## config.mk

```make
export PLATFORM = sky130hd
export DESIGN_NAME = guest_event_gating_injection
export DESIGN_NICKNAME = d
export VERILOG_FILES = /design/src/hdl/guest_event_gating_injection.v
export VERILOG_INCLUDE_DIRS = /design/src /design/src/hdl
export SDC_FILE = /design/constraint.sdc
export NUM_CORES = 1
export LEC_CHECK = 0
export BUFFER_PORTS_ARGS = -buffer_cell sky130_fd_sc_hd__buf_2
export CORE_ASPECT_RATIO = 0.75
export CORE_MARGIN = 2
export CORE_UTILIZATION = 49
export DETAILED_ROUTE_END_ITERATION = 10
export GPL_TIMING_DRIVEN = 0
export PLACE_DENSITY = 0.76
export SYNTH_ARGS = -nofsm -noshare
export SYNTH_HDL_FRONTEND = slang
export SYNTH_SLANG_ARGS = --single-unit
```

## constraint.sdc

```tcl
create_clock -name core_clk_i -period 1.8 [get_ports core_clk_i]
set_input_delay 0.09 -clock core_clk_i [delete_from_list [all_inputs] [get_ports core_clk_i]]
set_output_delay 0.09 -clock core_clk_i [all_outputs]
set_load 0.05 [all_outputs]
```

## src/hdl/gate_inject_consts.vh

```
// constants for the event gate and injection block
// assumes a 32-bit register port with byte offsets
`ifndef GATE_INJECT_CONSTS_VH
`define GATE_INJECT_CONSTS_VH
// ****************************************
// register offsets
// ****************************************
`define OFF_CTRL 8'h00
`define OFF_INJ_LO 8'h04
`define OFF_INJ_HI 8'h08
`define OFF_CR0_IMG 8'h0c
`define OFF_STATUS 8'h10
`define OFF_EXIT 8'h14
// ****************************************
// control register fields
// ****************************************
`define CTRL_DPD 0
`define CTRL_DIS_ADDRESS_BIT20_MASK 1
`define CTRL_MC_HOLD 2
`define CTRL_HCALL_ICPT 3
`define CTRL_EXC_ICPT 4
`define CTRL_W 5
`define CTRL_RST 5'h04
// ****************************************
// injection field layout
// ****************************************
`define INJ_VEC_HI 7
`define INJ_VEC_LO 0
`define INJ_TYPE_HI 10
`define INJ_TYPE_LO 8
`define INJ_EV 11
`define INJ_VALID 31
`define TYPE_MASKABLE_INTERRUPT 3'h0
`define TYPE_NMI 3'h2
`define TYPE_EXC 3'h3
`define TYPE_SWINT 3'h4
`define VEC_NMI 8'h02
`define VEC_BP 8'h03
`define VEC_OF 8'h04
`define VEC_BR 8'h05
`define VEC_RSVD 8'h0f
`define VEC_EXC_MAX 8'h1f
// ****************************************
// control register zero image fields
// ****************************************
`define CR0_PE 0
`define CR0_PG 31
// ****************************************
// reset values and exit code
// ****************************************
`define GATE_RST 1'b1
`define INVALID_EXIT 32'h0000_00ff
`endif

```

## src/hdl/guest_event_gating_injection.v

```verilog
// global event gate, pending events and guest entry injection
// assumes instruction and event inputs are one-cycle pulses
//
// Contract
// RQ1: set/clear instructions set and clear the gate
// RQ2: breakpoint debug traps dropped while gate low
// RQ3: internal management interrupts dropped while gate low
// RQ4: restart, nmi, smi, interrupts held while gate low
// RQ5: trace, reset, a20, housekeeping ignore gate
// RQ6: machine check held if allowed, else shutdown
// RQ7: debug pin governed only by disable bit
// RQ8: address masking governed only by disable bit
// RQ9: security exception only when gate high
// RQ10: hypervisor call has no privilege check
// RQ11: unintercepted hypervisor call raises undefined fault
// RQ12: accept paged real mode image
// RQ13: valid injection taken before first instruction
// RQ14: injected event skips intercepts, secondaries checked
// RQ15: injected nmi does not set nmi blocking
// RQ16: impossible event aborts entry with invalid code
// RQ17: vector bits 7-0, type bits 10-8
// RQ18: bit 31 marks pending injection
// RQ19: decode types 0,2,3,4; nmi ignores vector
// RQ20: error value pushed only when valid bit set
// RQ21: vectors 3,4 of type 3 check descriptor level
// RQ22: reserved type or non-exception vector fails
// RQ23: held events delivered in priority once gate rises
//
// Strobed register access and the register addresses were chosen for this implementation.
`timescale 1ns/1ns
`include "gate_inject_consts.vh"

module guest_event_gating_injection (
   // clock and reset
   input wire core_clk_i,
   input wire resetn_i,
   // register port
   input wire [7:0] addr_i,
   input wire [31:0] wdata_i,
   input wire wr_i,
   input wire rd_i,
   output reg [31:0] rdata_o,
   // instructions
   input wire set_gate_instr_i,
   input wire clear_gate_instr_i,
   input wire hypervisor_call_instr_i,
   input wire guest_entry_instr_i,
   input wire resume_from_mgmt_instr_i,
   input wire nmi_return_i,
   // event sources
   input wire bp_match_i,
   input wire trace_flag_trap_i,
   input wire hw_reset_evt_i,
   input wire housekeeping_i,
   input wire restart_sig_i,
   input wire restart_redirect_i,
   input wire nmi_i,
   input wire ext_smi_i,
   input wire int_smi_i,
   input wire maskable_interrupt_i,
   input wire virtual_maskable_interrupt_i,
   input wire mcheck_i,
   input wire debug_request_pin_i,
   input wire address_bit20_mask_i,
   input wire guest_64bit_i,
   input wire delivery_fault_i,
   // event outputs
   output reg global_event_gate_o,
   output reg dbg_take_o,
   output reg trace_take_o,
   output reg reset_take_o,
   output reg housekeep_take_o,
   output reg restart_take_o,
   output reg security_exception_o,
   output reg smi_take_o,
   output reg nmi_take_o,
   output reg maskable_interrupt_take_o,
   output reg virtual_maskable_interrupt_take_o,
   output reg mcheck_take_o,
   output reg shutdown_o,
   output reg debug_enter_o,
   output reg a20_mask_o,
   // hypervisor call outputs
   output reg undefined_opcode_fault_o,
   output reg hcall_exit_o,
   // guest entry outputs
   output reg paged_real_o,
   output reg inj_deliver_o,
   output reg [2:0] inj_type_o,
   output reg [7:0] inj_vector_o,
   output reg inj_err_push_o,
   output reg [31:0] pushed_error_value_o,
   output reg inj_dpl_check_o,
   output reg inj_skip_icpt_o,
   output reg sec_exc_exit_o,
   output reg entry_fail_o,
   output reg [31:0] exit_code_o
);

   // ****************************************
   // functions
   // ****************************************
   function is_exc_vec;
      input [7:0] v;
      begin
         is_exc_vec = (v <= `VEC_EXC_MAX) && (v != `VEC_NMI) && (v != `VEC_RSVD);
      end
   endfunction

   function type_known;
      input [2:0] t;
      begin
         type_known = (t == `TYPE_MASKABLE_INTERRUPT) || (t == `TYPE_NMI) ||
            (t == `TYPE_EXC) || (t == `TYPE_SWINT);
      end
   endfunction

   // ****************************************
   // state
   // ****************************************
   reg [`CTRL_W-1:0] ctrl_r;
   reg [31:0] inj_lo_r;
   reg [31:0] inj_hi_r;
   reg [31:0] cr0_img_r;
   reg gate_r;
   reg nmi_blocked_r;
   reg gate_nxt;
   reg nmi_blocked_nxt;
   reg entry_fail_r;
   reg [5:0] pend_r;
   reg [5:0] pend_nxt;
   reg [5:0] take;
   reg mc_drop;

   wire [7:0] vec = inj_lo_r[`INJ_VEC_HI:`INJ_VEC_LO]; // RQ17
   wire [2:0] ityp = inj_lo_r[`INJ_TYPE_HI:`INJ_TYPE_LO]; // RQ17
   wire ivalid = inj_lo_r[`INJ_VALID]; // RQ18
   wire iev = inj_lo_r[`INJ_EV];
   wire cr0_prm = ~cr0_img_r[`CR0_PE] & cr0_img_r[`CR0_PG];
   wire type_bad = ~type_known(ityp) ||
      ((ityp == `TYPE_EXC) && ~is_exc_vec(vec)); // RQ22
   wire mode_bad = (ityp == `TYPE_EXC) && (vec == `VEC_BR) && guest_64bit_i; // RQ16
   wire inj_fail = ivalid && (type_bad || mode_bad);
   wire inj_nmi = (ityp == `TYPE_NMI); // RQ19
   wire inj_trap = (ityp == `TYPE_EXC) && ((vec == `VEC_BP) || (vec == `VEC_OF)); // RQ21

   // ****************************************
   // status word
   // ****************************************
   // bit 0 gate, 6:1 pending, 7 nmi blocked, 8 paged real, 9 entry failed, 10 shutdown
   wire [31:0] status_word = {
      21'h0,
      shutdown_o,
      entry_fail_r,
      paged_real_o,
      nmi_blocked_r,
      pend_r,
      gate_r
   };

   // new arrivals, in pending bit order
   wire [5:0] arrive = {
      virtual_maskable_interrupt_i,
      maskable_interrupt_i,
      nmi_i,
      ext_smi_i,
      restart_sig_i,
      mcheck_i
   };

   // ****************************************
   // pending events, priority order
   // ****************************************
   // bit 0 mcheck, 1 restart, 2 smi, 3 nmi, 4 maskable_interrupt, 5 virtual_maskable_interrupt
   always @* begin
      take = 6'h00;
      mc_drop = 1'b0;
      if (gate_r) begin
         if (pend_r[0])
            take = 6'h01; // RQ23
         else if (pend_r[1])
            take = 6'h02;
         else if (pend_r[2])
            take = 6'h04;
         else if (pend_r[3] && !nmi_blocked_r)
            take = 6'h08;
         else if (pend_r[4])
            take = 6'h10;
         else if (pend_r[5])
            take = 6'h20;
      end
      if (mcheck_i && !gate_r && !ctrl_r[`CTRL_MC_HOLD])
         mc_drop = 1'b1; // RQ6
      // new arrivals win over delivery clear
      pend_nxt = (pend_r & ~take) | (arrive & {5'h1f, ~mc_drop}); // RQ4 RQ6
   end

   // ****************************************
   // gate and nmi blocking next values
   // ****************************************
   // set wins over clear, a delivery wins over the return
   always @* begin
      gate_nxt = gate_r;
      nmi_blocked_nxt = nmi_blocked_r;
      if (set_gate_instr_i) begin
         gate_nxt = 1'b1; // RQ1
      end else if (clear_gate_instr_i) begin
         gate_nxt = 1'b0; // RQ1
      end
      if (take[3]) begin
         nmi_blocked_nxt = 1'b1;
      end else if (nmi_return_i) begin
         nmi_blocked_nxt = 1'b0;
      end
   end

   // ****************************************
   // gate and pending registers
   // ****************************************
   always @(posedge core_clk_i or negedge resetn_i) begin
      if (!resetn_i) begin
         gate_r <= `GATE_RST;
         pend_r <= 6'h00;
         nmi_blocked_r <= 1'b0;
      end else begin
         gate_r <= gate_nxt;
         pend_r <= pend_nxt;
         nmi_blocked_r <= nmi_blocked_nxt; // RQ15
      end
   end

   // ****************************************
   // gated deliveries
   // ****************************************
   always @(posedge core_clk_i or negedge resetn_i) begin
      if (!resetn_i) begin
         global_event_gate_o <= `GATE_RST;
         dbg_take_o <= 1'b0;
         restart_take_o <= 1'b0;
         security_exception_o <= 1'b0;
         smi_take_o <= 1'b0;
         nmi_take_o <= 1'b0;
         maskable_interrupt_take_o <= 1'b0;
         virtual_maskable_interrupt_take_o <= 1'b0;
         mcheck_take_o <= 1'b0;
         shutdown_o <= 1'b0;
      end else begin
         global_event_gate_o <= gate_r;
         dbg_take_o <= bp_match_i & gate_r; // RQ2
         restart_take_o <= take[1] & ~restart_redirect_i; // RQ4
         security_exception_o <= take[1] & restart_redirect_i; // RQ9
         smi_take_o <= take[2] | (int_smi_i & gate_r); // RQ3
         nmi_take_o <= take[3];
         maskable_interrupt_take_o <= take[4];
         virtual_maskable_interrupt_take_o <= take[5];
         mcheck_take_o <= take[0];
         if (mc_drop)
            shutdown_o <= 1'b1; // RQ6
      end
   end

   // ****************************************
   // events that ignore the gate
   // ****************************************
   always @(posedge core_clk_i or negedge resetn_i) begin
      if (!resetn_i) begin
         trace_take_o <= 1'b0;
         reset_take_o <= 1'b0;
         housekeep_take_o <= 1'b0;
         debug_enter_o <= 1'b0;
         a20_mask_o <= 1'b0;
      end else begin
         trace_take_o <= trace_flag_trap_i; // RQ5
         reset_take_o <= hw_reset_evt_i; // RQ5
         housekeep_take_o <= housekeeping_i; // RQ5
         debug_enter_o <= debug_request_pin_i & ~ctrl_r[`CTRL_DPD]; // RQ7
         a20_mask_o <= address_bit20_mask_i & ~ctrl_r[`CTRL_DIS_ADDRESS_BIT20_MASK]; // RQ8 RQ5
      end
   end

   // ****************************************
   // hypervisor call
   // ****************************************
   always @(posedge core_clk_i or negedge resetn_i) begin
      if (!resetn_i) begin
         undefined_opcode_fault_o <= 1'b0;
         hcall_exit_o <= 1'b0;
      end else begin
         // no privilege level is consulted here
         undefined_opcode_fault_o <= hypervisor_call_instr_i &
            ~ctrl_r[`CTRL_HCALL_ICPT]; // RQ10 RQ11
         hcall_exit_o <= hypervisor_call_instr_i & ctrl_r[`CTRL_HCALL_ICPT]; // RQ10
      end
   end

   // ****************************************
   // guest entry and injection
   // ****************************************
   always @(posedge core_clk_i or negedge resetn_i) begin
      if (!resetn_i) begin
         paged_real_o <= 1'b0;
         inj_deliver_o <= 1'b0;
         inj_type_o <= 3'h0;
         inj_vector_o <= 8'h00;
         inj_err_push_o <= 1'b0;
         pushed_error_value_o <= 32'h0000_0000;
         inj_dpl_check_o <= 1'b0;
         inj_skip_icpt_o <= 1'b0;
         sec_exc_exit_o <= 1'b0;
         entry_fail_o <= 1'b0;
         entry_fail_r <= 1'b0;
         exit_code_o <= 32'h0000_0000;
      end else begin
         inj_deliver_o <= 1'b0;
         inj_skip_icpt_o <= 1'b0;
         inj_err_push_o <= 1'b0;
         inj_dpl_check_o <= 1'b0;
         entry_fail_o <= 1'b0;
         sec_exc_exit_o <= delivery_fault_i & ctrl_r[`CTRL_EXC_ICPT]; // RQ14
         if (guest_entry_instr_i || resume_from_mgmt_instr_i)
            paged_real_o <= cr0_prm; // RQ12
         if (guest_entry_instr_i) begin
            entry_fail_r <= inj_fail;
            if (inj_fail) begin
               entry_fail_o <= 1'b1; // RQ16 RQ22
               exit_code_o <= `INVALID_EXIT; // RQ16
            end else if (ivalid) begin
               inj_deliver_o <= 1'b1; // RQ13 RQ18
               inj_skip_icpt_o <= 1'b1; // RQ14
               inj_type_o <= ityp; // RQ19
               inj_vector_o <= inj_nmi ? 8'h00 : vec; // RQ19
               inj_err_push_o <= iev; // RQ20
               pushed_error_value_o <= iev ? inj_hi_r : 32'h0000_0000; // RQ20
               inj_dpl_check_o <= inj_trap; // RQ21
            end
         end
      end
   end
   // injected nmi leaves nmi_blocked_r untouched: RQ15

   // ****************************************
   // register port
   // ****************************************
   always @(posedge core_clk_i or negedge resetn_i) begin
      if (!resetn_i) begin
         ctrl_r <= `CTRL_RST;
         inj_lo_r <= 32'h0000_0000;
         inj_hi_r <= 32'h0000_0000;
         cr0_img_r <= 32'h0000_0000;
         rdata_o <= 32'h0000_0000;
      end else begin
         if (wr_i) begin
            case (addr_i)
               `OFF_CTRL: ctrl_r <= wdata_i[`CTRL_W-1:0];
               `OFF_INJ_LO: inj_lo_r <= wdata_i;
               `OFF_INJ_HI: inj_hi_r <= wdata_i;
               `OFF_CR0_IMG: cr0_img_r <= wdata_i;
               default: ;
            endcase
         end
         if (rd_i) begin
            case (addr_i)
               `OFF_CTRL: rdata_o <= {27'h0, ctrl_r};
               `OFF_INJ_LO: rdata_o <= inj_lo_r;
               `OFF_INJ_HI: rdata_o <= inj_hi_r;
               `OFF_CR0_IMG: rdata_o <= cr0_img_r;
               `OFF_STATUS: rdata_o <= status_word;
               `OFF_EXIT: rdata_o <= exit_code_o;
               default: rdata_o <= 32'h0000_0000;
            endcase
         end else begin
            rdata_o <= 32'h0000_0000;
         end
      end
   end

endmodule // guest_event_gating_injection
```

### Yosys cells after proc, flatten, opt, wreduce, memory -nomap -nowiden

Cells that the tools add are included.

* register bits after elaboration: 209
* bits in latches: 0
* memory bits (writable): 0
* memory bits (read-only): 0
* output and inout port bits: 131
* memories kept: 0

* $add $sub $neg: 0
* multipliers: 0
* div/mod/pow operators: 0
* $lt $le $gt $ge: 1
* equal/unequal tests: 13
* shifts and indexed selects: 0
* muxes and demuxes: 27
* bitwise logic cells: 24
* reductions and logical operators: 30

Operator list (number)
* 32-bit one-hot mux with 6 select lines: 1
* 32-bit 2-to-1 mux: 2
* 6-bit 2-to-1 mux: 7
* 8-bit by 3-bit equality test with 1-bit output (second input constant): 3
* 8-bit by 4-bit equality test with 1-bit output (second input constant): 2
* 8-bit by 5-bit equality test with 1-bit output (second input constant): 2
* 1-bit 2-to-1 mux: 16
* 6-bit AND: 2
* 1-bit AND: 10
* 1-bit logical AND: 10
* 2-bit AND reduction: 5
* 1-bit inverter: 9
* 8-bit by 2-bit equality test with 1-bit output (second input constant): 1
* 8-bit by 5-bit <= comparator with 1-bit output (second input constant): 1
* 8-bit zero test: 1
* 8-bit 2-to-1 mux: 1
* 8-bit by 2-bit inequality test with 1-bit output (second input constant): 1
* 8-bit by 4-bit inequality test with 1-bit output (second input constant): 1
* 1-bit logical OR: 7
* 3-bit by 2-bit equality test with 1-bit output (second input constant): 2
* 6-bit inverter: 1
* 6-bit OR: 1
* 2-bit nonzero test: 2
* 3-bit equality test (second input constant): 1
* other kinds (4): 6

### Depth between registers and ports, before layout

* depth after elaboration: 10
* mapped depth: 7
* mapped depth without buffers: 4

### Least setup slack after synthesis

No wires, ideal clock.

* kind: register -> register
* start point: reg inj_lo_r[2]
* end point: reg inj_vector_o[0]
* library setup time: 0.130 ns
* arrival time: 1.798 ns
* data required time: 1.670 ns
* path slack: -0.127 ns
* cell stages (with the launch flop): 6
* buffers on the path: 1
* clock period less this slack: 1.927 ns
* cells stage by stage: dfrtp_1 or4b_1 o211a_1 nor2_1 clkbuf_1 o2bb2ai_1

* word-level cells in the longest chain between the ends: 10

Ends and longest elaborated chain
* from (decl): RTL line guest_event_gating_injection.v:122 `reg [31:0] inj_lo_r;`
* from (signal assigned): RTL line guest_event_gating_injection.v:355 `` `OFF_INJ_LO: inj_lo_r <= wdata_i; ``
* 8-bit by 5-bit <= comparator with 1-bit output (no line) or 8-bit by 2-bit inequality test with 1-bit output (tied branches)
* 1-bit logical AND (2 in a row): RTL line guest_event_gating_injection.v:106 `` is_exc_vec = (v <= `VEC_EXC_MAX) && (v != `VEC_NMI) && (v != `VEC_RSVD); ``
* 1-bit inverter: RTL line guest_event_gating_injection.v:141 `` ((ityp == `TYPE_EXC) && ~is_exc_vec(vec)); ``
* 1-bit logical AND: RTL line guest_event_gating_injection.v:141
* 1-bit logical OR: RTL line guest_event_gating_injection.v:140 `wire type_bad = ~type_known(ityp) ||`
* 1-bit logical OR (*): RTL line guest_event_gating_injection.v:143 `wire inj_fail = ivalid && (type_bad || mode_bad);`
* 1-bit logical AND (*): RTL line guest_event_gating_injection.v:143
* 1-bit inverter (no line) (*)
* 3-bit AND reduction (no line) (*)
* to (signal assigned): RTL line guest_event_gating_injection.v:331 `inj_vector_o <= inj_nmi ? 8'h00 : vec;`
* to (decl): RTL line guest_event_gating_injection.v:90 `output reg [7:0] inj_vector_o,`

Mark *: on every way between the ends. The rest lies on a longest branch, timed or not.
A chain may end at the register's enable or synchronous reset.

### Worst setup path in the final report

* start point: reg inj_lo_r[6]
* end point: reg inj_vector_o[5]

Same word-level chain as after synthesis.

==> out/qor.txt <==
Outcome = finished, violations left
Violated checks = negative setup slack
TritonCTS Sinks = 209
Antenna cells = 0
Avg Cell Area, Syn = 12.9 um2
Core region area = 0.0177 mm2
R2r setup slk = -0.17 ns
Top cells by instance count after synthesis = dfrtp_1 (206), mux2_2 (127), nand3_1 (50), o2bb2ai_1 (38), nor2_1 (35)
Sum Neg Setup Slack = -6.08 ns
WS Path Type = flop to flop
Register bit total from synthesis = 209
WHS Endpoint = cr0_img_r[31]
Routed WL per cell = 19.2 um
Gr ovfl total = 0
Leakage = 0.00600 uW
Clock root cell = clkbuf_16
# setup viols final = 47
Ys flop type = dfrtp_1
CP Data Required Time = 2.19 ns
Pwr dens = 894 mW/mm2
Clk_lat worst skew = 0.50 ns
I/O pins = 197
Hold Crit Class = primary input to flop
IO Port Bufs = 170
Setup crit start kind = flop
Die X = 160 um
Final WS setup = -0.173 ns
Post-Syn Instances = 691
CTS tree = yes
Area share of the largest cell type after synthesis = 0.579
RSZ-0062 raised after global routing = yes
Die area = 0.0193 mm2
Mapped cell area = 0.00890 mm2
Detail Route Antenna Nets = 0
Vias in the first global route = 6843
First-pass GRT wire length = 38.0 mm
Max VDD drop = 0.484 mV
Via density = 5.50
Top cells by area, synth = dfrtp_1 (58%), mux2_2 (16%), o2bb2ai_1 (3.7%)
Post-layout min period = 1.97 ns
Slew @ Worst Pin = 0.741 ns
# nets final = 1045
CTS max path bufs = 3
Top-count cell post-synth = dfrtp_1
Post-DP Area = 0.0102 mm2
CP Capture Type = flop
Worst reg2reg path depth = 6
Slew margin rel. = 0.506
Yosys top cell by area = dfrtp_1
EDFF count, synth = 0
Residual DRC = 0
Fin Clk Skew = 0.0112 ns
DR iter-0 viols = 522
Worst Min Path Start = wr_i
RR Startpoint = inj_lo_r[6]
Yosys cell types = 54
Share of layout cells above drive strength 1 = 0.438
Area grow syn2layout = 32.4%
Detailed-route via count = 6792
CP Max Fanout = 6
Synth warn = 0
Period utilization = 1.10
Wirelength, routed = 23.6 mm
CTS buffer count = 21
Terminus of the critical flop-to-flop path = inj_vector_o[5]
Routability cong. = 0.856
Final Instance Area = 0.0118 mm2
Post-DP HPWL = 15.8 mm
MaxCap Viol Count = 0
Initial antenna violation count = 0
Pins Over Slew Limit = 0
Critical path arrival = 2.36 ns
Asr flop ratio synth = 1.00
Pin count of the biggest net entering global routing = 126
Hold Fails Final Rpt = 0
Worst Hold Depth = 3
Clock Pin Slew Worst Setup and Hold Paths = 0.06 ns
Pre-antenna DRT Iters = 5
Layout Utilization = 0.665
H-tree Lvls = 1
Initial Utilization = 0.503
Die Ht = 121 um
Site row count = 42
Seq/Total Area, Yosys = 0.588
Fmax achieved = 507 MHz
Global-route usage over all layers = 0.252
==> registers in the layout, summed over array words and instances (netlist names), 3 cells and up <==
signal	count
cr0_img_r	32
inj_hi_r	32
inj_lo_r	32
pushed_error_value_o	32
rdata_o	32
inj_vector_o	8
pend_r	6
ctrl_r	5
inj_type_o	3
==> cell usage in the layout, fill, tap and decap left out, types with 5 or more instances in the layout <==
cell,synthesis,routed
buf_4,32,42
clkbuf_1,22,20
nor2b_1,10,10
nand2b_1,5,5
buf_2,20,180
nor2_1,35,33
nand2_1,8,8
a21o_1,9,9
mux2i_1,8,8
clkbuf_16,0,21
dlygate4sd3_1,0,59
a22oi_1,21,21
nand3_1,50,47
o2bb2ai_1,38,33
o21ai_0,10,10
a21oi_1,9,9
a32oi_1,7,7
buf_6,1,11
and3_1,8,8
conb_1,1,24
inv_1,13,13
nor3_1,5,5
clkbuf_8,0,5
dfrtp_1,206,202
mux2_2,127,127
==> how the worst max path moves through the flow <==
stage	startpoint	to	cells after the start
2_1_floorplan	inj_lo_r[5]	inj_vector_o[5]	5
3_3_place_gp	resetn_i	pushed_error_value_o[16]	1
3_5_place_dp	addr_i[3]	rdata_o[8]	6
4_1_cts	inj_lo_r[6]	inj_dpl_check_o	5
5_1_grt	inj_lo_r[5]	inj_vector_o[5]	6
6_report	inj_lo_r[6]	inj_vector_o[5]	6
==> timing repair <==
| item | CTS | global route |
|---|---|---|
| cloned | 2 | 0 |
| hold buffers | 59 | 0 |
| endpoints found under the hold margin | 214 | 0 |
| setup endpoints to repair | 52 | 92 |
| setup buffers | 9 | 2 |
| gates resized for setup | 26 | 24 |
| pin swaps | 6 | 8 |
==> routing by layer <==
| layer | vias up | routed length (um) | global-route usage |
|---|---|---|---|
| li1 | 3031 | - | - |
| met1 | 3425 | 10700 | 0.369 |
| met2 | 290 | 10600 | 0.377 |
| met3 | 46 | 1790 | 0.0569 |
| met4 | 0 | 568 | 0.0733 |
| met5 | - | 0 | 0 |
==> layout make-up <==
cell class                 instances  area (um2)
sequential                       209        5240
tap                              242         303
inverter                          13        48.8
multi-input combinational        416        3410
buffer                            76         505
clock buffer                      29         606
timing repair buffer             242        1580
clock inverter                     7        91.3
fill                            1331        5920
==> metrics by stage <==
step	cells	total power, uW	worst slack (ns)	hold slack [ns]
final	1234	10500	-0.173	0.0661
after global routing	1234	10900	-0.218	0.112
after CTS	1233	10600	-0.156	0.0651
after detailed placement	1127	6040	-0.386	0.120
after global placement	1126	6020	-2.85	0.197
after floorplan	714	5670	-0.0370	-0.206
==> power by group <==
part	switching, uW	internal [uW]
combinational	685	438
clock	1790	2640
sequential	132	4860
total	2610	7930
==> cells by family (layout without fill, tap and decap cells) <==
group                  count (synthesis)  count (layout)  synth area share
multiplexers                         137             137             0.175
buffers and inverters                 90             367            0.0552
other                                  1              24          0.000421
AND/OR/NAND/NOR                      145             145            0.0867
flip-flops                           209             209             0.588
AO/OA/AOI/OAI                        109             110            0.0951
==> worst max-delay path: stages (launching register included) <==
cell and delay, ns:
dfrtp_1 0.40, or4b_4 0.56, a221oi_4 0.29, buf_6 0.18, o21ai_4 0.10, buf_6 0.16
a21o_1 0.17
No activity file was read; power rests on OpenSTA's default activity.
